===== src/eep_pkg.sv =====
// constants, register map and types for the external encoder pulse regenerator
package eep_pkg;
    localparam int CLK_PERIOD_NS = 100;
    localparam int DATA_W = 32;
    localparam int ADDR_W = 3;
    localparam logic [2:0] ADDR_CTRL = 3'h0;
    localparam logic [2:0] ADDR_PITCH = 3'h1;
    localparam logic [2:0] ADDR_EDGES = 3'h2;
    localparam logic [2:0] ADDR_STATUS = 3'h3;
    localparam logic [2:0] ADDR_MASK = 3'h4;
    localparam logic [2:0] ADDR_ACTIVE = 3'h5;
    localparam logic [2:0] ADDR_FEEDBACK = 3'h6;
    localparam int USAGE_W = 3;
    localparam logic [2:0] USAGE_OFF = 3'h0;
    localparam logic [2:0] USAGE_FWD = 3'h1;
    localparam logic [2:0] USAGE_REV = 3'h3;
    localparam int CTRL_USAGE_LSB = 0;
    localparam int CTRL_ROT_BIT = 3;
    localparam int CTRL_ALIGN_LSB = 4;
    localparam int CTRL_RESTART_BIT = 8;
    localparam int ACT_EXT_BIT = 6;
    localparam int ACT_A_BIT = 7;
    localparam int ACT_B_BIT = 8;
    localparam int ACT_C_BIT = 9;
    localparam int PITCH_W = 21;
    localparam logic [20:0] PITCH_MIN = 21'h000004;
    localparam logic [20:0] PITCH_MAX = 21'h100000;
    localparam logic [20:0] PITCH_DEFAULT = 21'h008000;
    localparam int EDGES_W = 13;
    localparam logic [12:0] EDGES_MIN = 13'h0001;
    localparam logic [12:0] EDGES_MAX = 13'h1000;
    localparam logic [12:0] EDGES_DEFAULT = 13'h0014;
    localparam int ST_W = 3;
    localparam int ST_OVERSPEED = 0;
    localparam int ST_ORIGIN = 1;
    localparam int ST_CFG_ERR = 2;
    localparam int RATE_LIMIT_KPPS = 6400;
    localparam int RATE_WIN_NS = 10000;
    localparam int RATE_WIN_CYCLES = RATE_WIN_NS / CLK_PERIOD_NS;
    localparam int RATE_EDGE_LIMIT = RATE_LIMIT_KPPS * RATE_WIN_NS / 1000000;
    typedef enum logic [1:0] {ALIGN_A_RISE, ALIGN_A_FALL, ALIGN_B_RISE, ALIGN_B_FALL} eep_align_type;
    typedef enum logic [1:0] {ORG_IDLE, ORG_ARMED, ORG_ACTIVE} eep_origin_state_type;
endpackage : eep_pkg

===== src/eep_encoder_pulse_out.sv =====
// external encoder decode, direction mapping and scaled quadrature pulse regeneration
//
// Overview of operation
// - usage 0: motor encoder alone drives the pulses; the feedback register still counts the external encoder
// - usage 1: external encoder used, counting up counterclockwise is forward
// - usage 3: external encoder used, counting up clockwise is forward
// - usage 1 forward gives phase B lead, usage 3 forward phase A lead
// - pitch count per revolution ranges 4 to 1048576, default 32768
// - output edges per pitch ranges 1 to 4096, default 20
// - output edge rate above 6.4 Mpps raises the overspeed alarm
// - origin pulse width equals the pulse width of the phase (A or B) selected for alignment
// - origin pulse starts on a selected A or B rising or falling edge
// - rotation direction select swaps which motor direction is forward
`timescale 1ns/1ps
`default_nettype none
module eep_encoder_pulse_out
    import eep_pkg::*;
#(
    parameter int IN_STEPS_PER_PITCH = 256,
    parameter int ACC_W = 24
)
(
    input wire logic core_clk,
    input wire logic reset,
    input wire logic [ADDR_W-1:0] avs_address,
    input wire logic avs_read,
    input wire logic avs_write,
    input wire logic [DATA_W-1:0] avs_writedata,
    output logic [DATA_W-1:0] avs_readdata,
    output logic avs_waitrequest,
    input wire logic ext_enc_a,
    input wire logic ext_enc_b,
    input wire logic ext_enc_origin,
    input wire logic motor_enc_a,
    input wire logic motor_enc_b,
    input wire logic motor_enc_origin,
    output logic quad_out_a,
    output logic quad_out_b,
    output logic origin_pulse_out,
    output logic output_overspeed_alarm,
    output logic irq
);

    localparam int NPIN = 6;
    localparam int WIN_W = $clog2(RATE_WIN_CYCLES + 1);
    localparam int RCNT_W = $clog2(RATE_EDGE_LIMIT + 2);
    localparam logic signed [ACC_W-1:0] STEP_DIV = ACC_W'(IN_STEPS_PER_PITCH);

    generate
        if (IN_STEPS_PER_PITCH < 1 || ACC_W < EDGES_W + 4 || ACC_W > 31)
        begin : g_bad_param
            $error("eep_encoder_pulse_out: unsupported IN_STEPS_PER_PITCH or ACC_W");
        end
    endgenerate

    function automatic logic [1:0] quad_phase(input logic a, input logic b);
        return {a, a ^ b};
    endfunction : quad_phase

    // returns {step, up}; a two-phase jump is illegal and dropped
    function automatic logic [1:0] quad_decode(input logic pa, input logic pb, input logic a, input logic b);
        logic [1:0] d;
        d = quad_phase(a, b) - quad_phase(pa, pb);
        return {(d == 2'h1) || (d == 2'h3), d == 2'h1};
    endfunction : quad_decode

    ////////////////////////////////////////////////////////////////////////////
    // pin synchronisers
    logic [NPIN-1:0] pin_in;
    logic [NPIN-1:0] sync1_reg;
    logic [NPIN-1:0] sync2_reg;
    logic [NPIN-1:0] pin_prev_reg;
    assign pin_in = {motor_enc_origin, motor_enc_b, motor_enc_a, ext_enc_origin, ext_enc_b, ext_enc_a};

    genvar gi;
    generate
        for (gi = 0; gi < NPIN; gi++)
        begin : g_sync
            always_ff @(posedge core_clk)
            begin
                if (reset)
                begin
                    sync1_reg[gi] <= 1'b0;
                    sync2_reg[gi] <= 1'b0;
                    pin_prev_reg[gi] <= 1'b0;
                end
                else
                begin
                    sync1_reg[gi] <= pin_in[gi];
                    sync2_reg[gi] <= sync1_reg[gi];
                    pin_prev_reg[gi] <= sync2_reg[gi];
                end
            end
        end
    endgenerate

    ////////////////////////////////////////////////////////////////////////////
    // avalon slave: one wait cycle, answer on the second cycle of a request
    logic ack_reg;
    logic bus_wr;
    logic [2:0] cfg_usage_reg;
    logic cfg_rot_reg;
    logic [1:0] cfg_align_reg;
    logic [PITCH_W-1:0] cfg_pitch_reg;
    logic [EDGES_W-1:0] cfg_edges_reg;
    logic [ST_W-1:0] status_reg;
    logic [ST_W-1:0] mask_reg;
    logic [ST_W-1:0] status_set;
    logic [ST_W-1:0] status_next;
    logic restart_reg;
    logic [2:0] act_usage_reg;
    logic act_rot_reg;
    eep_align_type act_align_reg;
    logic [PITCH_W-1:0] act_pitch_reg;
    logic [EDGES_W-1:0] act_edges_reg;
    logic [DATA_W-1:0] feedback_reg;
    logic [DATA_W-1:0] rd_mux;

    assign avs_waitrequest = (avs_read | avs_write) & ~ack_reg;
    assign bus_wr = avs_write & ack_reg;

    always_ff @(posedge core_clk)
    begin
        if (reset)
            ack_reg <= 1'b0;
        else
            ack_reg <= (avs_read | avs_write) & ~ack_reg;
    end

    always_comb
    begin
        rd_mux = '0;
        case (avs_address)
            ADDR_CTRL: rd_mux = DATA_W'({cfg_align_reg, cfg_rot_reg, cfg_usage_reg});
            ADDR_PITCH: rd_mux = DATA_W'(cfg_pitch_reg);
            ADDR_EDGES: rd_mux = DATA_W'(cfg_edges_reg);
            ADDR_STATUS: rd_mux = DATA_W'(status_reg);
            ADDR_MASK: rd_mux = DATA_W'(mask_reg);
            ADDR_ACTIVE: rd_mux = DATA_W'({origin_pulse_out, quad_out_b, quad_out_a,
                                          act_usage_reg != USAGE_OFF, act_align_reg, act_rot_reg, act_usage_reg});
            ADDR_FEEDBACK: rd_mux = feedback_reg;
            default: rd_mux = '0;
        endcase
    end

    always_ff @(posedge core_clk)
    begin
        if (reset)
            avs_readdata <= '0;
        else if (avs_read && !ack_reg)
            avs_readdata <= rd_mux;
    end

    always_ff @(posedge core_clk)
    begin
        if (reset)
        begin
            cfg_usage_reg <= USAGE_OFF;
            cfg_rot_reg <= 1'b0;
            cfg_align_reg <= 2'h0;
            cfg_pitch_reg <= PITCH_DEFAULT;
            cfg_edges_reg <= EDGES_DEFAULT;
            mask_reg <= '0;
        end
        else if (bus_wr)
        begin
            case (avs_address)
                ADDR_CTRL:
                begin
                    cfg_usage_reg <= avs_writedata[CTRL_USAGE_LSB +: USAGE_W];
                    cfg_rot_reg <= avs_writedata[CTRL_ROT_BIT];
                    cfg_align_reg <= avs_writedata[CTRL_ALIGN_LSB +: 2];
                end
                ADDR_PITCH: cfg_pitch_reg <= avs_writedata[PITCH_W-1:0];
                ADDR_EDGES: cfg_edges_reg <= avs_writedata[EDGES_W-1:0];
                ADDR_MASK: mask_reg <= avs_writedata[ST_W-1:0];
                default: ;
            endcase
        end
    end

    ////////////////////////////////////////////////////////////////////////////
    // restart: settings move to the active copy only here, never mid-run
    logic usage_ok;
    logic pitch_ok;
    logic edges_ok;
    assign usage_ok = (cfg_usage_reg == USAGE_OFF) || (cfg_usage_reg == USAGE_FWD) || (cfg_usage_reg == USAGE_REV);
    assign pitch_ok = (cfg_pitch_reg >= PITCH_MIN) && (cfg_pitch_reg <= PITCH_MAX);
    assign edges_ok = (cfg_edges_reg >= EDGES_MIN) && (cfg_edges_reg <= EDGES_MAX);

    always_ff @(posedge core_clk)
    begin
        if (reset)
            restart_reg <= 1'b1;
        else
            restart_reg <= bus_wr && avs_address == ADDR_CTRL && avs_writedata[CTRL_RESTART_BIT];
    end

    always_ff @(posedge core_clk)
    begin
        if (reset)
        begin
            act_usage_reg <= USAGE_OFF;
            act_rot_reg <= 1'b0;
            act_align_reg <= ALIGN_A_RISE;
            act_pitch_reg <= PITCH_DEFAULT;
            act_edges_reg <= EDGES_DEFAULT;
        end
        else if (restart_reg)
        begin
            // reserved usage codes fall back to semi-closed operation
            act_usage_reg <= usage_ok ? cfg_usage_reg : USAGE_OFF;
            act_rot_reg <= cfg_rot_reg;
            act_align_reg <= eep_align_type'(cfg_align_reg);
            act_pitch_reg <= pitch_ok ? cfg_pitch_reg : PITCH_DEFAULT;
            act_edges_reg <= edges_ok ? cfg_edges_reg : EDGES_DEFAULT;
        end
    end

    ////////////////////////////////////////////////////////////////////////////
    // direction mapping and step source
    logic use_ext;
    logic is_rev;
    logic [1:0] ext_dec;
    logic [1:0] mot_dec;
    logic src_step;
    logic src_up;
    logic fwd_run;
    logic out_up;
    assign use_ext = act_usage_reg != USAGE_OFF;
    assign is_rev = act_usage_reg == USAGE_REV;
    assign ext_dec = quad_decode(pin_prev_reg[0], pin_prev_reg[1], sync2_reg[0], sync2_reg[1]);
    assign mot_dec = quad_decode(pin_prev_reg[3], pin_prev_reg[4], sync2_reg[3], sync2_reg[4]);
    assign src_step = use_ext ? ext_dec[1] : mot_dec[1];
    assign src_up = use_ext ? ext_dec[0] : mot_dec[0];
    // forward run: up-count is forward for usage 1, down-count for usage 3
    assign fwd_run = src_up ^ is_rev ^ act_rot_reg;
    // incrementing the output phase gives phase B lead
    assign out_up = fwd_run ^ is_rev;

    always_ff @(posedge core_clk)
    begin
        if (reset || restart_reg)
            feedback_reg <= '0;
        else if (ext_dec[1])
            feedback_reg <= ext_dec[0] ? feedback_reg + 32'h1 : feedback_reg - 32'h1;
    end

    ////////////////////////////////////////////////////////////////////////////
    // scaling: each input step adds edges-per-pitch, each output step removes one pitch
    // worth of input steps; one output edge per cycle at most, so no state is skipped
    logic signed [ACC_W-1:0] acc_reg;
    logic signed [ACC_W-1:0] acc_next;
    logic signed [ACC_W-1:0] edges_s;
    logic out_fire;
    logic out_dir_up;
    assign edges_s = signed'(ACC_W'(act_edges_reg));

    always_comb
    begin
        acc_next = acc_reg;
        out_fire = 1'b0;
        out_dir_up = out_up;
        if (use_ext)
        begin
            if (acc_reg >= STEP_DIV)
            begin
                out_fire = 1'b1;
                out_dir_up = 1'b1;
                acc_next = acc_reg - STEP_DIV;
            end
            else if (acc_reg <= -STEP_DIV)
            begin
                out_fire = 1'b1;
                out_dir_up = 1'b0;
                acc_next = acc_reg + STEP_DIV;
            end
            if (src_step)
                acc_next = out_up ? acc_next + edges_s : acc_next - edges_s;
        end
        else
            out_fire = src_step;
    end

    always_ff @(posedge core_clk)
    begin
        if (reset || restart_reg)
            acc_reg <= '0;
        else
            acc_reg <= acc_next;
    end

    logic next_a;
    logic next_b;
    // up walks 00,01,11,10: new a copies b, new b is the old a inverted
    assign next_a = out_dir_up ? quad_out_b : ~quad_out_b;
    assign next_b = out_dir_up ? ~quad_out_a : quad_out_a;

    always_ff @(posedge core_clk)
    begin
        if (reset)
        begin
            quad_out_a <= 1'b0;
            quad_out_b <= 1'b0;
        end
        else if (out_fire)
        begin
            quad_out_a <= next_a;
            quad_out_b <= next_b;
        end
    end

    ////////////////////////////////////////////////////////////////////////////
    // output rate supervision over a fixed window
    logic [WIN_W-1:0] win_cnt_reg;
    logic [RCNT_W-1:0] rate_cnt_reg;
    logic overspeed_evt;
    assign overspeed_evt = out_fire && rate_cnt_reg == RCNT_W'(RATE_EDGE_LIMIT);

    always_ff @(posedge core_clk)
    begin
        if (reset || win_cnt_reg == WIN_W'(RATE_WIN_CYCLES - 1))
        begin
            win_cnt_reg <= '0;
            rate_cnt_reg <= '0;
        end
        else
        begin
            win_cnt_reg <= win_cnt_reg + WIN_W'(1);
            if (out_fire && rate_cnt_reg <= RCNT_W'(RATE_EDGE_LIMIT))
                rate_cnt_reg <= rate_cnt_reg + RCNT_W'(1);
        end
    end

    ////////////////////////////////////////////////////////////////////////////
    // origin pulse: armed by the encoder origin, opened and closed on edges of one phase
    eep_origin_state_type org_state_reg;
    logic org_rise;
    logic a_rise;
    logic a_fall;
    logic b_rise;
    logic b_fall;
    logic org_start;
    logic org_end;
    assign org_rise = use_ext ? (sync2_reg[2] & ~pin_prev_reg[2]) : (sync2_reg[5] & ~pin_prev_reg[5]);
    assign a_rise = out_fire & ~quad_out_a & next_a;
    assign a_fall = out_fire & quad_out_a & ~next_a;
    assign b_rise = out_fire & ~quad_out_b & next_b;
    assign b_fall = out_fire & quad_out_b & ~next_b;

    always_comb
    begin
        case (act_align_reg)
            ALIGN_A_RISE:
            begin
                org_start = a_rise;
                org_end = a_fall;
            end
            ALIGN_A_FALL:
            begin
                org_start = a_fall;
                org_end = a_rise;
            end
            ALIGN_B_RISE:
            begin
                org_start = b_rise;
                org_end = b_fall;
            end
            default:
            begin
                org_start = b_fall;
                org_end = b_rise;
            end
        endcase
    end

    always_ff @(posedge core_clk)
    begin
        if (reset || restart_reg)
        begin
            org_state_reg <= ORG_IDLE;
            origin_pulse_out <= 1'b0;
        end
        else
        begin
            case (org_state_reg)
                ORG_IDLE:
                    if (org_rise)
                        org_state_reg <= ORG_ARMED;
                ORG_ARMED:
                    if (org_start)
                    begin
                        org_state_reg <= ORG_ACTIVE;
                        origin_pulse_out <= 1'b1;
                    end
                ORG_ACTIVE:
                    if (org_end)
                    begin
                        org_state_reg <= ORG_IDLE;
                        origin_pulse_out <= 1'b0;
                    end
                default:
                    org_state_reg <= ORG_IDLE;
            endcase
        end
    end

    ////////////////////////////////////////////////////////////////////////////
    // interrupt status, write one to clear; a set in the clearing cycle wins
    always_comb
    begin
        status_set = '0;
        status_set[ST_OVERSPEED] = overspeed_evt;
        status_set[ST_ORIGIN] = org_state_reg == ORG_ARMED && org_start;
        status_set[ST_CFG_ERR] = restart_reg && !(usage_ok && pitch_ok && edges_ok);
        status_next = status_reg;
        if (bus_wr && avs_address == ADDR_STATUS)
            status_next = status_reg & ~avs_writedata[ST_W-1:0];
        status_next = status_next | status_set;
    end

    always_ff @(posedge core_clk)
    begin
        if (reset)
            status_reg <= '0;
        else
            status_reg <= status_next;
    end

    assign output_overspeed_alarm = status_reg[ST_OVERSPEED];
    assign irq = |(status_reg & mask_reg);

    ////////////////////////////////////////////////////////////////////////////
    // checks
    AST_SEMI_SOURCE: assert property (@(posedge core_clk) disable iff (reset)
        (!use_ext && !mot_dec[1]) |=> ($stable(quad_out_a) && $stable(quad_out_b)))
        else $error("semi-closed output step without motor step");
    AST_USAGE_FWD_DIR: assert property (@(posedge core_clk) disable iff (reset)
        (act_usage_reg == USAGE_FWD && !act_rot_reg && ext_dec[1]) |-> (fwd_run == ext_dec[0]))
        else $error("usage 1 direction wrong");
    AST_USAGE_REV_DIR: assert property (@(posedge core_clk) disable iff (reset)
        (act_usage_reg == USAGE_REV && !act_rot_reg && ext_dec[1]) |-> (fwd_run == !ext_dec[0]))
        else $error("usage 3 direction wrong");
    AST_LEAD: assert property (@(posedge core_clk) disable iff (reset)
        (use_ext && src_step) |-> (out_up == (ext_dec[0] ^ act_rot_reg)))
        else $error("phase lead does not match direction");
    AST_STEP_GRAY: assert property (@(posedge core_clk) disable iff (reset)
        out_fire |=> (quad_out_a ^ quad_out_b ^ $past(quad_out_a) ^ $past(quad_out_b)))
        else $error("output step skipped or stalled a quadrature state");
    AST_PITCH_RANGE: assert property (@(posedge core_clk) disable iff (reset)
        (act_pitch_reg >= PITCH_MIN && act_pitch_reg <= PITCH_MAX))
        else $error("active pitch count out of range");
    AST_EDGES_RANGE: assert property (@(posedge core_clk) disable iff (reset)
        (act_edges_reg >= EDGES_MIN && act_edges_reg <= EDGES_MAX))
        else $error("active edges per pitch out of range");
    AST_HOLD: assert property (@(posedge core_clk) disable iff (reset)
        !restart_reg |=> ($stable(act_usage_reg) && $stable(act_pitch_reg) && $stable(act_edges_reg)))
        else $error("active setting changed without restart");
    AST_OVERSPEED: assert property (@(posedge core_clk) disable iff (reset)
        overspeed_evt |=> output_overspeed_alarm ##1 irq || !mask_reg[ST_OVERSPEED] || !output_overspeed_alarm)
        else $error("overspeed not flagged");
    AST_ORIGIN_START: assert property (@(posedge core_clk) disable iff (reset)
        $rose(origin_pulse_out) |-> $past(org_start))
        else $error("origin pulse not aligned to selected edge");
    AST_ORIGIN_WIDTH: assert property (@(posedge core_clk) disable iff (reset)
        ($fell(origin_pulse_out) && !$past(restart_reg)) |-> $past(org_end))
        else $error("origin pulse ended off the matching phase edge");

endmodule : eep_encoder_pulse_out
`default_nettype wire


===== config.mk =====
export PLATFORM = sky130hd
export DESIGN_NAME = eep_encoder_pulse_out
export DESIGN_NICKNAME = d
export VERILOG_FILES = /design/src/eep_pkg.sv /design/src/eep_encoder_pulse_out.sv
export SDC_FILE = /design/constraint.sdc
export NUM_CORES = 1
export LEC_CHECK = 0
export BUFFER_PORTS_ARGS = -buffer_cell sky130_fd_sc_hd__buf_2
export CAP_MARGIN = 30
export CORE_MARGIN = 1.5
export CORE_UTILIZATION = 50
export DETAILED_ROUTE_END_ITERATION = 8
export PLACE_DENSITY = 0.8
export SLEW_MARGIN = 10
export SYNTH_ARGS = -nofsm -noshare
export SYNTH_HDL_FRONTEND = slang
export SYNTH_SLANG_ARGS = --single-unit

===== constraint.sdc =====
create_clock -name core_clk -period 4.5 [get_ports core_clk]
set_input_delay 0.675 -clock core_clk [delete_from_list [all_inputs] [get_ports core_clk]]
set_output_delay 0.675 -clock core_clk [all_outputs]
set_load 0.01 [all_outputs]

==> results.md, run 1 <==
* Worst slew pin tran at 0.901 ns
* Post-Place Setup Slack at 0.0469 ns
* Crit. Startpoint: acc_reg[12]$_SDFFE_PP0P_
* Total core area at 0.0226 mm²
* Mean Syn Cell Area at 8.04 µm²
* Tot GR Track Use at 0.242
* Number of synthesized flops with an enable pin at 0
* Sequential area share after synthesis at 0.336
* Crit path max fanout at 7
* Remaining DRCs at 0
* TNS Setup at 0 ns
* Antenna Cells at 0
* Drt pass-1 iters at 5
* First-pass GRT wire length at 47300 µm
* Antenna violations before repair at 0
* Worst hold-check path type: in -> reg
* Final hold vios at 0
* Worst-case clock skew at 0.0196 ns
* Power per cell area at 345 mW/mm²
* Max Transition Viols Final at 0
* Clock-pin slew on the worst setup and hold paths at 0.08 ns
* Detailed Route Iter0 Violations at 772
* Htree depth at 4
* Worst endpoint required time at 4.80 ns
* Synth warn at 0
* Vias in the first global route at 9788
* Sink Count at 192
* HP Start: avs_writedata[15]
* Die X at 154 µm
* Worst EP arrival at 4.61 ns
* Largest net degree at the start of global routing at 60
* Rel. slew slack at 0.398
* Cell Rows at 55
* Post-CTS setup buffers at 0
* CTS tree: built
* CTS root buf: clkbuf_16
* Fill cell count at 1977
* Crit path kind: reg -> reg
* Maximum clock rate at 232 MHz
* Post-DRT Antenna Nets at 0
* Syn Inst Count at 1424
* Die height at 154 µm
* Setup violators final at 0
* Reg-to-Reg Start: acc_reg[12]$_SDFFE_PP0P_
* Minimum period implied by the final worst setup slack at 4.31 ns
* Starting Density at 0.507
* Tcrit/Tclk final at 0.957
* VDD IR max at 0.275 mV
* Register area at 0.00385 mm²
* Syn_nets at 1533
* Async SR Flop Fraction at 0
* CP endpoint kind: flip-flop
* DPL Wire Length at 20600 µm
* Port bufs at 71
* Nets at 1590
* Layout cell share with drive strength beyond 1 at 0.131
* Worst setup SP type: flip-flop
* Layout area overhead at 11.6%
* Via count at 10.6k
* Skew-Pair Late Insertion Delay at 0.45 ns
* Die ar. at 0.0238 mm²
* Final non-filler cell total at 1779
* Setup ws final at 0.195 ns
* Gr ovfl total at 0
* Yosys reg bits at 192
* Final GP Congestion at 0.921
* Max clock buf depth at 2
* Distinct cells, synth at 93
* Avg Vias per Cell at 5.97
* Status: finished, final reports clean
* Leading cell types in the layout, fill and taps excluded: dfxtp_1 (190), nand2_1 (189), nor2_1 (137), a21oi_1 (134), buf_2 (70)
* Placed cells at 1744
* Wirelength, routed at 29200 µm
* Mapped Area at 0.0115 mm²
* DR WL/cell at 16.4 µm
* Most common cell after layout, fill and taps aside: dfxtp_1
* Pleak at 5.28 nW
* Multi-input logic area at 0.00712 mm²
* Max-cap violations at 0
* Top_reg_cell synth: dfxtp_1
* TritonCTS Buffers at 17
* Ports at 83
-- cell families (layout without fill, tap and decap cells) --
kind of cell | count (synthesis) | count (layout) | share of synthesized area
AOI/OAI and AO/OA | 386 | 386 | 0.218
xor gates and xnor gates | 77 | 77 | 0.0615
adders and majority gates | 64 | 64 | 0.0712
buffers and inverters | 117 | 187 | 0.0488
DFF | 192 | 192 | 0.336
muxes | 40 | 40 | 0.0379
and+or+nand+nor | 548 | 548 | 0.227
-- cell type report --
type | count | share of cell area
timing repair inverter | 2 | 0.00117
timing repair buffer | 111 | 0.0515
clock buffer | 17 | 0.0333
clock inverter | 15 | 0.0156
tap | 285 | 0.0279
sequential | 192 | 0.301
multi-input combinational | 1115 | 0.557
inverter | 42 | 0.0126
-- metal layers --
layer | up-vias | share of wire | wire [µm] | track usage
li1 | 5209 | - | - | -
met1 | 4941 | 0.45 | 13100 | 0.317
met2 | 403 | 0.46 | 13500 | 0.398
met3 | 60 | 0.065 | 1890 | 0.0378
met4 | 0 | 0.024 | 709 | 0.104
met5 | - | 0 | 0 | 0
-- through the flow --
| stage | utilization | area (µm²) | power [mW] | hold slack, ns |
|---|---|---|---|---|
| floorplan | - | 11500 | 2.61 | 0.414 |
| global placement | 0.535 | 12100 | 2.81 | 0.429 |
| detailed placement | 0.535 | 12100 | 2.83 | 0.434 |
| CTS | 0.562 | 12700 | 4.39 | 0.440 |
| global route | 0.566 | 12800 | 4.61 | 0.440 |
| finish | 0.566 | 12800 | 4.41 | 0.443 |
-- cells in the mapped netlist (7+ instances only) --
cell type | number | share of area
dfxtp_1 | 192 | 0.34
nand2_1 | 189 | 0.062
nor2_1 | 139 | 0.046
a21oi_1 | 136 | 0.059
o21ai_0 | 66 | 0.029
ha_1 | 62 | 0.068
clkbuf_1 | 56 | 0.018
inv_1 | 41 | 0.013
nand3_1 | 41 | 0.018
xnor2_1 | 39 | 0.030
nor3_1 | 37 | 0.016
xor2_1 | 36 | 0.028
mux2i_1 | 31 | 0.027
nor2b_1 | 30 | 0.016
a21o_1 | 27 | 0.018
a22oi_1 | 26 | 0.017
a211oi_1 | 17 | 0.011
nand2b_1 | 16 | 0.0087
a221oi_1 | 14 | 0.011
a31oi_1 | 14 | 0.0076
or3_1 | 14 | 0.0076
a22o_1 | 13 | 0.0099
nor4_1 | 13 | 0.0071
o21a_1 | 12 | 0.0079
and3_1 | 10 | 0.0055
o21bai_1 | 9 | 0.0059
nand3b_1 | 8 | 0.0052
nor3b_1 | 8 | 0.0052
nand4_1 | 7 | 0.0038
-- power by group --
part	internal [mW]	switching (mW)	total [mW]
combinational	0.429	0.613	1.04
clock	0.769	0.797	1.57
sequential	1.75	0.0538	1.80
total	2.95	1.46	4.41
-- worst paths after layout --
kind / endpoint / slack (ns) / cells after the start
setup / recovery: acc_reg[23]$_SDFFE_PP0P_ / 0.19 / 18
hold / removal: cfg_pitch_reg[15]$_SDFFE_PP1P_ / 0.44 / 3
setup reg to reg: acc_reg[23]$_SDFFE_PP0P_ / 0.19 / 18
hold reg to reg: avs_readdata[27]$_SDFFE_PP0P_ / 0.45 / 2
-- worst max-delay path, cell delays in order, from the launching register on --
cell and delay [ns]:
dfxtp_1 0.38, or4_4 0.53, and4b_2 0.36, a31oi_4 0.12, nand2_1 0.14, nor3_1 0.05
a41oi_1 0.26, xnor2_1 0.19, ha_1 0.29, a21o_1 0.20, a21o_1 0.19, a2111oi_2 0.34
nor3_1 0.09, a31o_2 0.26, a21o_1 0.17, a211oi_1 0.22, buf_4 0.15, mux2i_1 0.17
a211oi_1 0.05
-- what timing repair did --
item                       4_1_cts  5_1_grt
setup endpoints to repair        0       20
hold buffers                     0        0
resized for setup                0       19
hold endpoints to repair         0        0
Note: power is estimated with default switching activity, not from simulation.
==> run 2, diff against run 1 <==
--- a/config.mk
+++ b/config.mk
@@ -9,6 +9,7 @@
 export CAP_MARGIN = 30
 export CORE_MARGIN = 1.5
 export CORE_UTILIZATION = 50
+export CTS_BUF_LIST = sky130_fd_sc_hd__clkbuf_8
 export DETAILED_ROUTE_END_ITERATION = 8
 export PLACE_DENSITY = 0.8
 export SLEW_MARGIN = 10
==> run 2 against run 1 <==
  * Fmax increased by 0.37%
  * Setup slack better by 0.016 ns
  * Non-clock buffer count did not move
  * Critical path type unchanged
  * Largest cell class unchanged
==> results.md, run 2 (synthesis gave the netlist of run 1 again) <==
* Vias in the first global route at 9721
* Largest net degree at the start of global routing at 60
* Max clock buf depth at 2
* Worst endpoint required time at 4.86 ns
* Avg Vias per Cell at 5.90
* Crit path max-delay family: compound AO/OA/AOI/OAI gates
* Antenna Cells at 0
* Worst Path Buf+Inv at 1
* CP endpoint kind: flip-flop
* Worst slew pin tran at 0.895 ns
* CTS root buf: clkbuf_8
* Layout area overhead at 10.0%
* Resized cells post-CTS at 0
* Cell Rows at 55
* Clock-pin slew on the worst setup and hold paths at 0.12 ns
* Minimum period implied by the final worst setup slack at 4.29 ns
* Worst setup SP type: flip-flop
* Max-cap violations at 0
* Worst-path cell with the longest stage delay: or4_4
* Wirelength, routed at 28900 µm
* CP cell instances: xor2_2 -> ha_2 -> xor3_1 -> or4_4 -> o2111ai_4 -> mux2_2 -> ha_1 -> a21oi_2 -> a2bb2oi_2 -> a21o_1 -> o21bai_2 -> a31o_2 -> a21o_1 -> a211oi_1 -> buf_4 -> mux2i_1 -> a211oi_1
* Die X at 154 µm
* Remaining DRCs at 0
* Setup violators final at 0
* Post-layout instance area at 0.0126 mm²
* First-pass GRT wire length at 46800 µm
* Crit. path cell count at 17
* Total core area at 0.0226 mm²
* Port bufs at 71
* Post-CTS setup buffers at 0
* Worst hold-check path type: in -> reg
* Most common cell after layout, fill and taps aside: dfxtp_1
* Maximum clock rate at 233 MHz
* Tot GR Track Use at 0.240
* Htree depth at 4
* Drt pass-1 iters at 5
* Layout cell share with drive strength beyond 1 at 0.133
* Max Transition Viols Final at 0
* Placed cells at 1744
* Post-DRT Antenna Nets at 0
* Rel. slew slack at 0.402
* Skew-Pair Late Insertion Delay at 0.50 ns
* Power per cell area at 321 mW/mm²
* Via count at 10.5k
* VDD IR max at 0.217 mV
* Worst EP arrival at 4.65 ns
* Met2 Use GR at 0.390
* Grt met1 use at 0.314
* Tcrit/Tclk final at 0.953
* Final non-filler cell total at 1779
* Gr ovfl total at 0
* TritonCTS Buffers at 17
* Leading cell types in the layout, fill and taps excluded: dfxtp_1 (190), nand2_1 (189), nor2_1 (137), a21oi_1 (134), buf_2 (70)
* Reg2Reg Depth at 17
* Crit path kind: reg -> reg
* Sink Count at 192
* GRT busiest layer: met2
* Placed cell area at 0.0121 mm²
* Final GP Congestion at 0.921
* Crit path max fanout at 9
* DPL Wire Length at 20600 µm
* DR WL/cell at 16.3 µm
* M3 GR Usage at 0.0409
* Ports at 83
* CTS Hold Bufs at 0
* Pleak at 5.20 nW
* Final Core Density at 0.558
* Detailed Route Iter0 Violations at 947
* Antenna violations before repair at 0
* CTS tree: built
* CP max stage delay at 0.51 ns
* Worst hold path cell count at 3
* TNS Setup at 0 ns
* Final hold vios at 0
* Worst-case clock skew at 0.0308 ns
* Die height at 154 µm
* Starting Density at 0.507
* Die ar. at 0.0238 mm²
* Status: finished, final reports clean
* Nets at 1590
[run 2: metal layers]
layer  vias up  wire length, µm
met2       356            13400
met3        59             1780
met1      4892            13000
met5         -                0
met4         0              753
li1       5197                -
[run 2: per-stage QoR]
stage	hold WS, ns	power (mW)	setup WS (ns)
4_1_cts	0.378	4.02	0.0150
6_report	0.390	4.04	0.211
3_5_place_dp	0.434	2.83	0.0469
3_3_place_gp	0.429	2.81	0.0689
5_1_grt	0.380	4.24	-0.00265
2_1_floorplan	0.414	2.61	0.284
[run 2: layout make-up]
type | instances | area [µm²]
Fill cell | 2030 | 9970
Clock inverter | 15 | 199
Sequential cell | 192 | 3850
Tap cell | 285 | 357
Clock buffer | 17 | 234
Inverter | 42 | 161
Multi-Input combinational cell | 1115 | 7130
Timing Repair Buffer | 111 | 658
Timing Repair inverter | 2 | 15.0
[run 2: report_power, final]
group / internal [mW] / switching, mW
clock network: 0.442 / 0.756
logic: 0.428 / 0.611
registers: 1.75 / 0.0524
[run 2: tightest hold or removal path, delay by kind of cell]
kind,cells,cell delay [ns]
and+or+nand+nor,2,0.10
buffers and inverters,1,0.08
[run 2: worst paths after layout]
path	from	to	slack [ns]
hold / removal	avs_writedata[15]	cfg_pitch_reg[15]$_SDFFE_PP1P_	0.39
hold reg to reg	avs_readdata[27]$_SDFFE_PP0P_	avs_readdata[27]$_SDFFE_PP0P_	0.45
setup reg to reg	pin_prev_reg[0]$_SDFF_PP0_	acc_reg[23]$_SDFFE_PP0P_	0.21
setup / recovery	pin_prev_reg[0]$_SDFF_PP0_	acc_reg[23]$_SDFFE_PP0P_	0.21
